$ cat config.mk
export PLATFORM = sky130hd
export DESIGN_NAME = general_control_and_event_regs
export DESIGN_NICKNAME = d
export VERILOG_FILES = /design/src/gen_ctrl_pkg.sv /design/src/general_control_and_event_regs.sv
export SDC_FILE = /design/constraint.sdc
export NUM_CORES = 1
export LEC_CHECK = 0
export ABC_AREA = 1
export BUFFER_PORTS_ARGS = -buffer_cell sky130_fd_sc_hd__buf_2
export CORE_MARGIN = 2
export CORE_UTILIZATION = 55
export DETAILED_ROUTE_END_ITERATION = 12
export HOLD_SLACK_MARGIN = 0.08
export PLACE_DENSITY = 0.85
export SLEW_MARGIN = 20
export SYNTH_ARGS = -nofsm -noshare
export SYNTH_HDL_FRONTEND = slang
export SYNTH_SLANG_ARGS = --single-unit
$ cat constraint.sdc
create_clock -name clk -period 4.2 [get_ports clk]
set_clock_uncertainty 0.2 [all_clocks]
set_input_delay 0.21 -clock clk [delete_from_list [all_inputs] [get_ports clk]]
set_output_delay 0.21 -clock clk [all_outputs]
set_load 0.03 [all_outputs]
$ cat src/gen_ctrl_pkg.sv
// Constants, register map and field layout of the general control and event register group
package gen_ctrl_pkg;

    // Register indices; byte address is four times the index
    localparam logic [7:0] IDX_GENERAL_CONTROL = 8'h86;
    localparam logic [7:0] IDX_EVENT_STATUS    = 8'h88;
    localparam logic [7:0] IDX_EVENT_ENABLE    = 8'h89;
    localparam logic [7:0] IDX_INPUT_LEVELS    = 8'h8A;
    localparam logic [7:0] IDX_PIN_SELECT      = 8'h90;

    // Bus geometry
    localparam int ADDR_W = 10;
    localparam int DATA_W = 32;

    // General control field layout
    localparam int         ARB_LSB        = 0;
    localparam int         CTRL_OFF_BIT   = 3;
    localparam int         SWITCH_BIT     = 10;
    localparam logic [15:0] GEN_CTRL_MASK = 16'h040B;
    localparam logic [15:0] GEN_CTRL_RST  = 16'h0000;

    // Event register layout
    localparam int        POWER_BIT       = 7;
    localparam int        PROG_BIT        = 6;
    localparam logic [7:0] EVENT_MASK     = 8'hDF;
    localparam logic [7:0] EVENT_RST      = 8'h00;
    localparam logic [4:0] LEVELS_RST     = 5'h00;

    // Pin select register: one nibble per pin 0, 1, 2, 4, 5
    localparam int         SEL_W          = 4;
    localparam int         SEL_PINS       = 5;
    localparam logic [3:0] SEL_GP_INPUT   = 4'h0;
    localparam logic [3:0] SEL_EVENT_OUT  = 4'hE;
    localparam logic [19:0] PIN_SELECT_RST = 20'h00000;

    // Arbitration modes
    typedef enum logic [1:0] {
        ARB_HOST_FIRST = 2'b00,
        ARB_CARD_FIRST = 2'b01,
        ARB_FAIR_A     = 2'b10,
        ARB_FAIR_B     = 2'b11
    } arb_mode_t;

endpackage : gen_ctrl_pkg

$ cat src/general_control_and_event_regs.sv
// General control, event status/enable and input level registers on an Avalon-MM slave
//
// The Avalon-MM register port is this design's own decision.
module general_control_and_event_regs
    import gen_ctrl_pkg::*;
(
    // Clock and reset
    input  wire logic                           clk,
    input  wire logic                           reset_n,
    // Avalon-MM register slave
    input  wire logic [gen_ctrl_pkg::ADDR_W-1:0] address,
    input  wire logic                           read,
    input  wire logic                           write,
    input  wire logic [3:0]                     byteenable,
    input  wire logic [gen_ctrl_pkg::DATA_W-1:0] writedata,
    output logic      [gen_ctrl_pkg::DATA_W-1:0] readdata,
    output logic                                waitrequest,
    // Software supply-change notices from the socket power logic
    input  wire logic                           power_state_change,
    input  wire logic                           prog_supply_change,
    // Arbitration requests and grants
    input  wire logic                           host_ctrl_req,
    input  wire logic                           card_bus_req,
    output logic                                host_ctrl_gnt,
    output logic                                card_bus_gnt,
    // Control levels to the rest of the chip
    output logic [1:0]                          arbitration_select,
    output logic                                host_controller_off,
    output logic                                host_controller_enable,
    output logic                                power_switch_type,
    // Multifunction pins
    input  wire logic                           multi_pin_0,
    input  wire logic                           multi_pin_1,
    input  wire logic                           multi_pin_2,
    input  wire logic                           multi_pin_4,
    input  wire logic                           multi_pin_5,
    output logic                                multi_pin_2_out,
    output logic                                multi_pin_2_oe_n,
    output logic                                multi_pin_4_out,
    output logic                                multi_pin_4_oe_n,
    output logic                                multi_pin_5_out,
    output logic                                multi_pin_5_oe_n,
    // Active-low event output
    output logic                                event_out_n
);

    // Merge one byte lane of write data into an old value
    function automatic logic [7:0] lane_merge(input logic [7:0] old_val,
                                              input logic [7:0] new_val,
                                              input logic       lane_on);
        lane_merge = lane_on ? new_val : old_val;
    endfunction : lane_merge

    // Register state
    logic                    ack_reg,          ack_next;
    logic [DATA_W-1:0]       rdata_reg,        rdata_next;
    logic [15:0]             gen_ctrl_reg,     gen_ctrl_next;
    logic [7:0]              status_reg,       status_next;
    logic [7:0]              enable_reg,       enable_next;
    logic [19:0]             pin_sel_reg,      pin_sel_next;
    logic [4:0]              level_reg,        level_next;
    logic [4:0]              prev_level_reg,   prev_level_next;
    logic                    primed_reg,       primed_next;
    logic                    event_n_reg,      event_n_next;
    logic                    rr_last_host_reg, rr_last_host_next;
    logic                    hgnt_reg,         hgnt_next;
    logic                    cgnt_reg,         cgnt_next;

    // Decode helpers
    logic                    req;
    logic                    wr_take;
    logic [7:0]              index;
    logic                    word_ok;
    logic [4:0]              pins_now;
    logic [4:0]              is_input;
    logic [4:0]              input_events;
    logic [7:0]              set_events;
    logic [7:0]              clear_bits;
    logic                    host_req_ok;
    arb_mode_t               mode;

    assign req         = read | write;
    assign index       = address[ADDR_W-1:2];
    assign word_ok     = (address[1:0] == 2'b00);
    assign wr_take     = write & ack_reg & word_ok;
    assign waitrequest = req & ~ack_reg;
    assign pins_now    = {multi_pin_5, multi_pin_4, multi_pin_2, multi_pin_1, multi_pin_0};
    assign mode        = arb_mode_t'(gen_ctrl_reg[ARB_LSB +: 2]);
    assign host_req_ok = host_ctrl_req & ~gen_ctrl_reg[CTRL_OFF_BIT];

    // Per-pin general-purpose input configuration
    always_comb begin
        for (int i = 0; i < SEL_PINS; i++) begin
            is_input[i] = (pin_sel_reg[i*SEL_W +: SEL_W] == SEL_GP_INPUT);
        end
    end

    // Bus handshake: answer one cycle after the request is seen
    always_comb begin
        ack_next = req & ~ack_reg;
    end

    // Read data is captured in the wait cycle and stands at the accepting edge
    always_comb begin
        rdata_next = rdata_reg;
        if (req & ~ack_reg) begin
            rdata_next = '0;
            if (read & word_ok) begin
                unique case (index)
                    IDX_GENERAL_CONTROL: rdata_next[15:0] = gen_ctrl_reg & GEN_CTRL_MASK;
                    IDX_EVENT_STATUS:    rdata_next[7:0]  = status_reg & EVENT_MASK;
                    IDX_EVENT_ENABLE:    rdata_next[7:0]  = enable_reg & EVENT_MASK;
                    IDX_INPUT_LEVELS:    rdata_next[7:0]  = {3'h0, level_reg};
                    IDX_PIN_SELECT:      rdata_next[19:0] = pin_sel_reg;
                    default:             rdata_next       = '0;
                endcase
            end
        end
    end

    // Software-writable control registers
    always_comb begin
        gen_ctrl_next = gen_ctrl_reg;
        enable_next   = enable_reg;
        pin_sel_next  = pin_sel_reg;
        clear_bits    = 8'h00;
        if (wr_take) begin
            unique case (index)
                IDX_GENERAL_CONTROL: begin
                    gen_ctrl_next[7:0]  = lane_merge(gen_ctrl_reg[7:0], writedata[7:0],
                                                     byteenable[0]);
                    gen_ctrl_next[15:8] = lane_merge(gen_ctrl_reg[15:8], writedata[15:8],
                                                     byteenable[1]);
                    gen_ctrl_next       = gen_ctrl_next & GEN_CTRL_MASK;
                end
                IDX_EVENT_STATUS: begin
                    clear_bits = byteenable[0] ? (writedata[7:0] & EVENT_MASK) : 8'h00;
                end
                IDX_EVENT_ENABLE: begin
                    enable_next = lane_merge(enable_reg, writedata[7:0], byteenable[0])
                                  & EVENT_MASK;
                end
                IDX_PIN_SELECT: begin
                    pin_sel_next[7:0]   = lane_merge(pin_sel_reg[7:0], writedata[7:0],
                                                     byteenable[0]);
                    pin_sel_next[15:8]  = lane_merge(pin_sel_reg[15:8], writedata[15:8],
                                                     byteenable[1]);
                    pin_sel_next[19:16] = byteenable[2] ? writedata[19:16] : pin_sel_reg[19:16];
                end
                default: begin
                    clear_bits = 8'h00;   // Input levels and unmapped words ignore writes
                end
            endcase
        end
    end

    // Input sampling and change detection
    always_comb begin
        level_next      = pins_now;
        // Until the first sample is in, the old level copies the pins so no false edge follows reset
        prev_level_next = primed_reg ? level_reg : pins_now;
        primed_next     = 1'b1;
        input_events    = primed_reg ? ((level_reg ^ prev_level_reg) & is_input) : 5'h00;
    end

    // Sticky event status: set wins over a simultaneous clear
    always_comb begin
        set_events            = 8'h00;
        set_events[POWER_BIT] = power_state_change;
        set_events[PROG_BIT]  = prog_supply_change;
        set_events[4:0]       = input_events;
        status_next = ((status_reg & ~clear_bits) | set_events) & EVENT_MASK;
    end

    // Event output: low while any enabled pair is set
    always_comb begin
        event_n_next = ~|(status_next & enable_next);
    end

    // Top-level arbiter between host controller and card bus
    always_comb begin
        hgnt_next         = 1'b0;
        cgnt_next         = 1'b0;
        rr_last_host_next = rr_last_host_reg;
        if (host_req_ok && card_bus_req) begin
            unique case (mode)
                ARB_HOST_FIRST: hgnt_next = 1'b1;
                ARB_CARD_FIRST: cgnt_next = 1'b1;
                ARB_FAIR_A, ARB_FAIR_B: begin
                    hgnt_next = ~rr_last_host_reg;
                    cgnt_next = rr_last_host_reg;
                end
            endcase
        end else begin
            hgnt_next = host_req_ok;
            cgnt_next = card_bus_req;
        end
        if (hgnt_next) begin
            rr_last_host_next = 1'b1;
        end else if (cgnt_next) begin
            rr_last_host_next = 1'b0;
        end
    end

    // Register all state
    always_ff @(posedge clk or negedge reset_n) begin
        if (!reset_n) begin
            ack_reg          <= 1'b0;
            rdata_reg        <= '0;
            gen_ctrl_reg     <= GEN_CTRL_RST;
            status_reg       <= EVENT_RST;
            enable_reg       <= EVENT_RST;
            pin_sel_reg      <= PIN_SELECT_RST;
            level_reg        <= LEVELS_RST;
            prev_level_reg   <= LEVELS_RST;
            primed_reg       <= 1'b0;
            event_n_reg      <= 1'b1;
            rr_last_host_reg <= 1'b0;
            hgnt_reg         <= 1'b0;
            cgnt_reg         <= 1'b0;
        end else begin
            ack_reg          <= ack_next;
            rdata_reg        <= rdata_next;
            gen_ctrl_reg     <= gen_ctrl_next;
            status_reg       <= status_next;
            enable_reg       <= enable_next;
            pin_sel_reg      <= pin_sel_next;
            level_reg        <= level_next;
            prev_level_reg   <= prev_level_next;
            primed_reg       <= primed_next;
            event_n_reg      <= event_n_next;
            rr_last_host_reg <= rr_last_host_next;
            hgnt_reg         <= hgnt_next;
            cgnt_reg         <= cgnt_next;
        end
    end

    // Outputs
    assign readdata               = rdata_reg;
    assign host_ctrl_gnt          = hgnt_reg;
    assign card_bus_gnt           = cgnt_reg;
    assign arbitration_select     = gen_ctrl_reg[ARB_LSB +: 2];
    assign host_controller_off    = gen_ctrl_reg[CTRL_OFF_BIT];
    assign host_controller_enable = ~gen_ctrl_reg[CTRL_OFF_BIT];
    assign power_switch_type      = gen_ctrl_reg[SWITCH_BIT];
    assign event_out_n            = event_n_reg;

    // Pins 2, 4 and 5 routed to the event output drive it; others stay inputs
    assign multi_pin_2_out  = event_n_reg;
    assign multi_pin_4_out  = event_n_reg;
    assign multi_pin_5_out  = event_n_reg;
    assign multi_pin_2_oe_n = ~(pin_sel_reg[2*SEL_W +: SEL_W] == SEL_EVENT_OUT);
    assign multi_pin_4_oe_n = ~(pin_sel_reg[3*SEL_W +: SEL_W] == SEL_EVENT_OUT);
    assign multi_pin_5_oe_n = ~(pin_sel_reg[4*SEL_W +: SEL_W] == SEL_EVENT_OUT);

endmodule : general_control_and_event_regs

==> out/summary.log, run 1 <==
[die] initial core utilization 57.7%
[worst_setup_path] path type of the worst setup path input pin to register
[timing] relative slew slack 37.1%
[global_routing] antenna violations before repair 0
[timing] final critical delay including setup and external delays 2.05 ns
[worst_setup_path] required time of the critical path 4.27 ns
[logic_synthesis] prevailing post-synth register cell dfrtp_1
[drt] total routed wirelength 8820 µm
[logic_synthesis] most numerous cell types in the synthesized netlist 122 x nand2_1, 73 x dfrtp_1, 41 x inv_1
[worst_setup_path] Critical Path Slowest Stage Cell nor2_1
[worst_setup_path] maximum fanout encountered on the critical timing path 12
[logic_synthesis] number of instances in the synthesized netlist 398
[drt] 1st-iter DRT viols 326
[worst_setup_path] data arrival time of the critical path 2.12 ns
[worst_setup_path] endpoint of the worst register-to-register path status_reg[7]
[cts] sink count of the clock tree 74
[hold_path] worst min-delay path class input pin to register
[cts] post-cts hold buffer count 37
[worst_setup_path] startpoint type of the worst setup path input pin
[global_routing] global-route met1 utilization 32.2%
[cts] maximum root-to-sink buffer count 2
[logic_synthesis] Mapped Area 3480 µm²
[pwr] pwr dens 352 nW/µm²
[cts] clk root buf clkbuf_8
[timing] unrepaired setup endpoints after global routing false
[global_routing] global-route wire length before repair 14500 µm
[cts] clock insertion delay at the later pin of the skew report 0.36 ns
[timing] hold violation count in the final report 0
[placed_design] Post-DP HPWL 5860 µm
[global_routing] vias in the first global route 3173
[placed_design] Cell Area, Placed 3860 µm²
[timing] period utilization 48.9%
[logic_synthesis] number of distinct standard cells referenced by the synthesized netlist 34
[worst_setup_path] register-to-register setup slack 2.26 ns
[worst_setup_path] combined buffer and inverter count along the critical path 2
[worst_setup_path] critical path, cell by cell dlygate4sd3_1 > buf_2 > nand2_1 > nor2_1 > nand2_1 > o21ai_0
[global_routing] busiest layer in global routing met2
[logic_synthesis] portion of synthesized cell area occupied by the leading cell type 52.6%
[final_layout] total non-filler cell area in the finished layout 4500 µm²
[drt] Detailed Routing Iterations Pass 1 7
[cts] CTS clk-pin slew, worst paths 0.08 ns
[logic_synthesis] largest cells by area after synthesis dfrtp_1 53%, nand2_1 13%, inv_1 4.4%, buf_4 3.5%, o21ai_0 3.2%
[timing] Hold WS 0.0881 ns
[final_layout] Filler Cell Count 434
[logic_synthesis] portion of the post-synthesis area used by sequential elements 53.3%
[cts] count of cells resized by post-cts repair 0
[die] area of the core 6030 µm²
[logic_synthesis] Post-synth EDFFs 0
[final_layout] layout-stage area growth over the synthesis result 29.3%
[hold_path] HP Start writedata[1]
[logic_synthesis] synthesis warning total 0
[worst_setup_path] maximum cell stage delay along the critical path 0.71 ns
[logic_synthesis] share of flip-flops with an asynchronous set or reset after synthesis 100%
[cts] number of setup buffers added after CTS 0
[pwr] maximum resistive drop on vdd 222 µV
[final_layout] count of non-filler cells in the finished layout 596
[die] number of rows in the core area 28
[logic_synthesis] cell taking the most area after synthesis dfrtp_1
[worst_setup_path] logic depth of the worst register-to-register path 8
[hold_path] Hold Path Stages 5
[drt] DRC Markers 0
[global_routing] met2 Usage GRT 45.5%
[global_routing] global route overflow 0
[cts] TritonCTS clock tree built
[timing] summed negative setup slack over all endpoints 0 ns
[logic_synthesis] average cell area after synthesis 8.73 µm²
[drt] via count of the routed design 3185
[pwr] reported leakage power 0.00242 µW
[outcome] result of the run finished clean
[die] Die X-Extent 83.5 µm
[worst_setup_path] reg-to-reg startpoint ack_reg
[flow_run] Max-cap violations 0
[final_layout] share of post-route cells with drive strength above 1 23.8%
[worst_setup_path] worst setup path startpoint read
[timing] Worst Max-Slew Pin Slew 0.941 ns
[timing] Setup violations, final 0
[drt] average via count per standard cell 5.34
[placed_design] number of cells in the design after placement 543
[final_layout] area used by sequential logic in the layout 1850 µm²
[hold_path] hold path endpoint pin_sel_reg[1]
[placed_design] weighted congestion at the end of routability-driven global placement 0.851
[drt] average routed wire per standard cell 14.8 µm
[die] die outline area 6970 µm²
[global_routing] fraction of met3 tracks used by global routing 4.65%
[worst_setup_path] Most Frequent Cell on Critical Path nand2_1
[cts] level count of the clock H-tree 3
[drt] Detail Route Antenna Nets 0
[final_layout] final-stage net count 575
[worst_setup_path] gate family responsible for the most delay along the worst path simple AND/OR/NAND/NOR gates
[placed_design] number of buffers inserted by port buffering 80
[die] height of the chip 83.5 µm
[global_routing] maximum number of pins on one net before global-route repair 47
[logic_synthesis] most used standard cell by instance count after synthesis nand2_1
[global_routing] Overall Global Routing Usage 26.3%
[timing] timing-limited maximum frequency 487 MHz
[final_layout] multi-input logic area 1330 µm²
[cts] clock buffers created by TritonCTS 9
[logic_synthesis] number of register bits inferred by synthesis 74
[final_layout] diodes inserted 0
[worst_setup_path] element type at the critical path end register
[die] top-level I/O count 106
[timing] number of max-slew violations in the final report 0
logic make-up (layout without fill, tap and decap cells):
| logic type | Yosys count | count (layout) | share of synthesized area, % |
|---|---|---|---|
| mux | 4 | 4 | 1.51 |
| simple gates | 193 | 193 | 25.1 |
| flops | 74 | 74 | 53.3 |
| compound gates | 57 | 57 | 10.2 |
| other cells | 2 | 13 | 0.216 |
| buf+inv | 68 | 180 | 9.68 |
layout make-up:
cell class / instances / area share (%)
flip-flops and latches: 74 / 41.2
clock buffers: 11 / 3.37
repair buffers: 119 / 17.5
inverters: 45 / 3.87
multi-input cells: 267 / 29.5
well taps: 75 / 2.09
clock inverters: 5 / 2.39
power breakdown:
part / switching (µW) / internal [µW]
Sequential: 7.76 / 724
Combinational: 88.9 / 51.4
Clock: 280 / 431
placed cells by master, fill, tap and decap left out, drive strengths merged:
cell type / instances
a32o: 7
buf: 82
nand3: 15
conb: 13
nor3: 6
o22ai: 3
dfrtp: 73
a22o: 4
nand4: 12
a21oi: 12
clkbuf: 11
nor2: 31
nand2: 128
mux2: 4
dlygate4sd3: 37
or2: 1
a31oi: 2
dfstp: 1
o211ai: 3
o2111ai: 1
bufinv: 3
o21ai: 25
inv: 47
tightest hold or removal path: cells and delay by family:
kind,cells,cell delay (ns)
and+or+nand+nor,3,0.23
buffers and inverters,1,0.09
AOI/OAI and AO/OA,1,0.07
how the worst max path moves through the flow:
stage / slack, ns / end / cells after the start
2_1_floorplan: 2.67 / pin_sel_reg[14] / 7
3_3_place_gp: 2.17 / event_out_n / 12
3_5_place_dp: 2.12 / event_out_n / 12
4_1_cts: 2.18 / waitrequest / 6
5_1_grt: 2.00 / readdata[16] / 6
6_report: 2.15 / readdata[8] / 6
per-layer routing:
layer,up-vias,share of wire (%)
li1,1501,-
met1,1490,40
met2,172,50
met3,22,7.1
met4,0,2.9
met5,-,0
per-stage QoR:
stage / total power [µW] / utilization [%] / setup slack, ns
3_3_place_gp: 857 / 64.1 / 2.17
6_report: 1580 / 74.6 / 2.15
4_1_cts: 1580 / 74.6 / 2.18
2_1_floorplan: 815 / - / 2.67
5_1_grt: 1630 / 74.6 / 2.00
3_5_place_dp: 861 / 64.1 / 2.12
No activity file was read; power rests on OpenSTA's default activity.
==> run 2: changes to the inputs <==
--- a/config.mk
+++ b/config.mk
@@ -8,10 +8,10 @@
 export ABC_AREA = 1
 export BUFFER_PORTS_ARGS = -buffer_cell sky130_fd_sc_hd__buf_2
 export CORE_MARGIN = 2
-export CORE_UTILIZATION = 55
+export CORE_UTILIZATION = 51
 export DETAILED_ROUTE_END_ITERATION = 12
 export HOLD_SLACK_MARGIN = 0.08
-export PLACE_DENSITY = 0.85
+export PLACE_DENSITY = 0.79
 export SLEW_MARGIN = 20
 export SYNTH_ARGS = -nofsm -noshare
 export SYNTH_HDL_FRONTEND = slang
==> constraint.sdc (replaced) <==
create_clock -name clk -period 2 [get_ports clk]
set_clock_uncertainty 0.2 [all_clocks]
set_input_delay 0.1 -clock clk [delete_from_list [all_inputs] [get_ports clk]]
set_output_delay 0.1 -clock clk [all_outputs]
set_load 0.03 [all_outputs]
==> run 2 against run 1 <==
  * Die area increased by 7.5%
  * Final cell count rose by 4.9%
  * Setup slack worse by 2.1 ns
  * Core utilization decreased by 5.1 points
==> out/summary.log, run 2 (synthesis gave the netlist of run 1 again) <==
[worst_setup_path] worst setup path startpoint write
[worst_setup_path] critical path, cell by cell dlygate4sd3_1 > buf_2 > nand2_1 > inv_2 > nand2_4 > nor2_4 > nand2_4 > nor2_1 > a21oi_1 > dlygate4sd3_1
[timing] relative slew slack 60.3% [+23 points]
[global_routing] vias in the first global route 3223 [+1.6%]
[global_routing] maximum number of pins on one net before global-route repair 27 [-43%]
[die] number of rows in the core area 30 [+7.1%]
[timing] number of max-slew violations in the final report 0 [unchanged]
[cts] clk root buf clkbuf_8
[cts] CTS clk-pin slew, worst paths 0.08 ns [about the same]
[drt] 1st-iter DRT viols 242 [-26%]
[flow_run] Max-cap violations 0 [unchanged]
[die] area of the core 6680 µm² [+11%]
[worst_setup_path] endpoint of the worst register-to-register path pin_sel_reg[11]
[drt] via count of the routed design 3328 [+4.5%]
[die] initial core utilization 52.0% [-5.7 points]
[worst_setup_path] logic depth of the worst register-to-register path 8 [unchanged]
[cts] level count of the clock H-tree 3 [unchanged]
[global_routing] Overall Global Routing Usage 25.6% [-0.71 points]
[worst_setup_path] maximum cell stage delay along the critical path 0.56 ns [-0.15 ns]
[worst_setup_path] required time of the critical path 2.03 ns [-2.24 ns]
[drt] Detailed Routing Iterations Pass 1 5 [-2]
[hold_path] worst min-delay path class input pin to asynchronous set/reset pin
[worst_setup_path] register-to-register setup slack 0.04 ns [-2.22 ns]
[final_layout] top library cells by usage in the layout, fill and taps aside 122 x nand2_1, 81 x buf_2, 73 x dfrtp_1
[timing] timing-limited maximum frequency 509 MHz
[timing] unrepaired setup endpoints after global routing true
[final_layout] layout-stage area growth over the synthesis result 33.5%
[timing] hold violation count in the final report 0 [unchanged]
[die] die outline area 7490 µm² [+7.5%]
[die] top-level I/O count 106 [unchanged]
[worst_setup_path] reg-to-reg startpoint ack_reg
[drt] average via count per standard cell 5.32 [-0.36%]
[drt] total routed wirelength 9460 µm [+7.3%]
[placed_design] number of buffers inserted by port buffering 80 [unchanged]
[global_routing] global-route wire length before repair 14800 µm [+2.0%]
[die] Die X-Extent 86.6 µm [+3.7%]
[worst_setup_path] startpoint type of the worst setup path input pin
[drt] average routed wire per standard cell 15.1 µm [+2.3%]
[worst_setup_path] data arrival time of the critical path 1.99 ns [-0.13 ns]
[global_routing] antenna violations before repair 1 [+1]
[pwr] total power consumption of the routed design 2880 µW [+82%]
[cts] clock insertion delay at the later pin of the skew report 0.34 ns [-0.02 ns]
[cts] TritonCTS clock tree built
[outcome] result of the run finished clean
[placed_design] weighted congestion at the end of routability-driven global placement 0.930 [+9.3%]
[worst_setup_path] path type of the worst setup path input pin to register
[timing] Worst Max-Slew Pin Slew 0.596 ns [-0.344 ns]
[worst_setup_path] Critical Path Slowest Stage Cell dlygate4sd3_1
[pwr] maximum resistive drop on vdd 515 µV [+130%]
[pwr] reported leakage power 0.00250 µW [+3.5%]
[timing] final critical delay including setup and external delays 1.97 ns
[die] height of the chip 86.6 µm [+3.7%]
[final_layout] share of post-route cells with drive strength above 1 25.7% [+1.9 points]
[pwr] pwr dens 621 nW/µm² [+76%]
[cts] sink count of the clock tree 74 [unchanged]
[final_layout] post-route core utilization 69.5% [-5.1 points]
[cts] maximum root-to-sink buffer count 2 [unchanged]
[worst_setup_path] element type at the critical path end register
[timing] period utilization 98.3%
[drt] DRC Markers 0 [unchanged]
[timing] Setup violations, final 0 [unchanged]
[worst_setup_path] maximum fanout encountered on the critical timing path 8 [-4]
[placed_design] Post-DP HPWL 6180 µm [+5.5%]
[drt] Detail Route Antenna Nets 0 [unchanged]
[cts] clock buffers created by TritonCTS 9 [unchanged]
[final_layout] final-stage net count 599 [+4.2%]
[final_layout] most frequent standard cell in the layout excluding fill and tap cells nand2_1
[global_routing] global route overflow 0 [unchanged]
## run 2: worst max-delay path by stage
| stage | end | slack (ns) |
|---|---|---|
| 4_1_cts | pin_sel_reg[11] | 0.01 |
| 2_1_floorplan | pin_sel_reg[14] | 0.47 |
| 3_3_place_gp | event_out_n | 0.30 |
| 3_5_place_dp | event_out_n | 0.26 |
| 6_report | pin_sel_reg[11] | 0.03 |
| 5_1_grt | readdata[8] | -0.05 |
## run 2: worst max-delay path: cells and delay by family
kind / cells / cell delay (ns)
AOI/OAI and AO/OA: 1 / 0.06
buffers and inverters: 4 / 1.28
and+or+nand+nor: 5 / 0.54
## run 2: what timing repair did
action | 4_1_cts | 5_1_grt
endpoints found under the hold margin | 131 | 0
buffers inserted | 0 | 8
hold buffers | 47 | 0
gates resized for setup | 0 | 5
setup endpoints to repair | 0 | 4
## run 2: area by class of cell
type / count / area (µm²)
flip-flops and latches: 74 / 1850
clock buffers: 10 / 138
repair buffers: 143 / 1000
well taps: 80 / 100
fillers: 520 / 2040
multi-input cells: 267 / 1340
clock inverters: 5 / 31.3
diodes: 1 / 2.50
inverters: 45 / 174
## run 2: layer usage
layer	part of all wire (%)	global-route usage [%]	vias to the layer above
met5	0	0	-
met4	2.8	13.2	0
met3	5.9	4.29	22
met2	50	42.1	135
met1	41	32.6	1624
li1	-	-	1547
## run 2: report_power, final
group	leakage [µW]	switching (µW)	total, µW	internal [µW]
logic	0.00150	202	335	133
clock network	0.0000879	540	1010	473
registers	0.000916	16.0	1540	1520
total	0.00250	758	2880	2130
## run 2: through the flow
step	worst slack, ns	hold WS, ns	instance area (µm²)	instances	setup TNS, ns
after global routing	-0.0503	0.126	4640	625	-0.126
after global placement	0.298	-0.0796	3920	553	0
after detailed placement	0.262	-0.0711	3920	553	0
after floorplan	0.468	-0.396	3520	409	0
after CTS	0.0121	0.0899	4560	615	0
final	0.0348	0.0891	4640	625	0
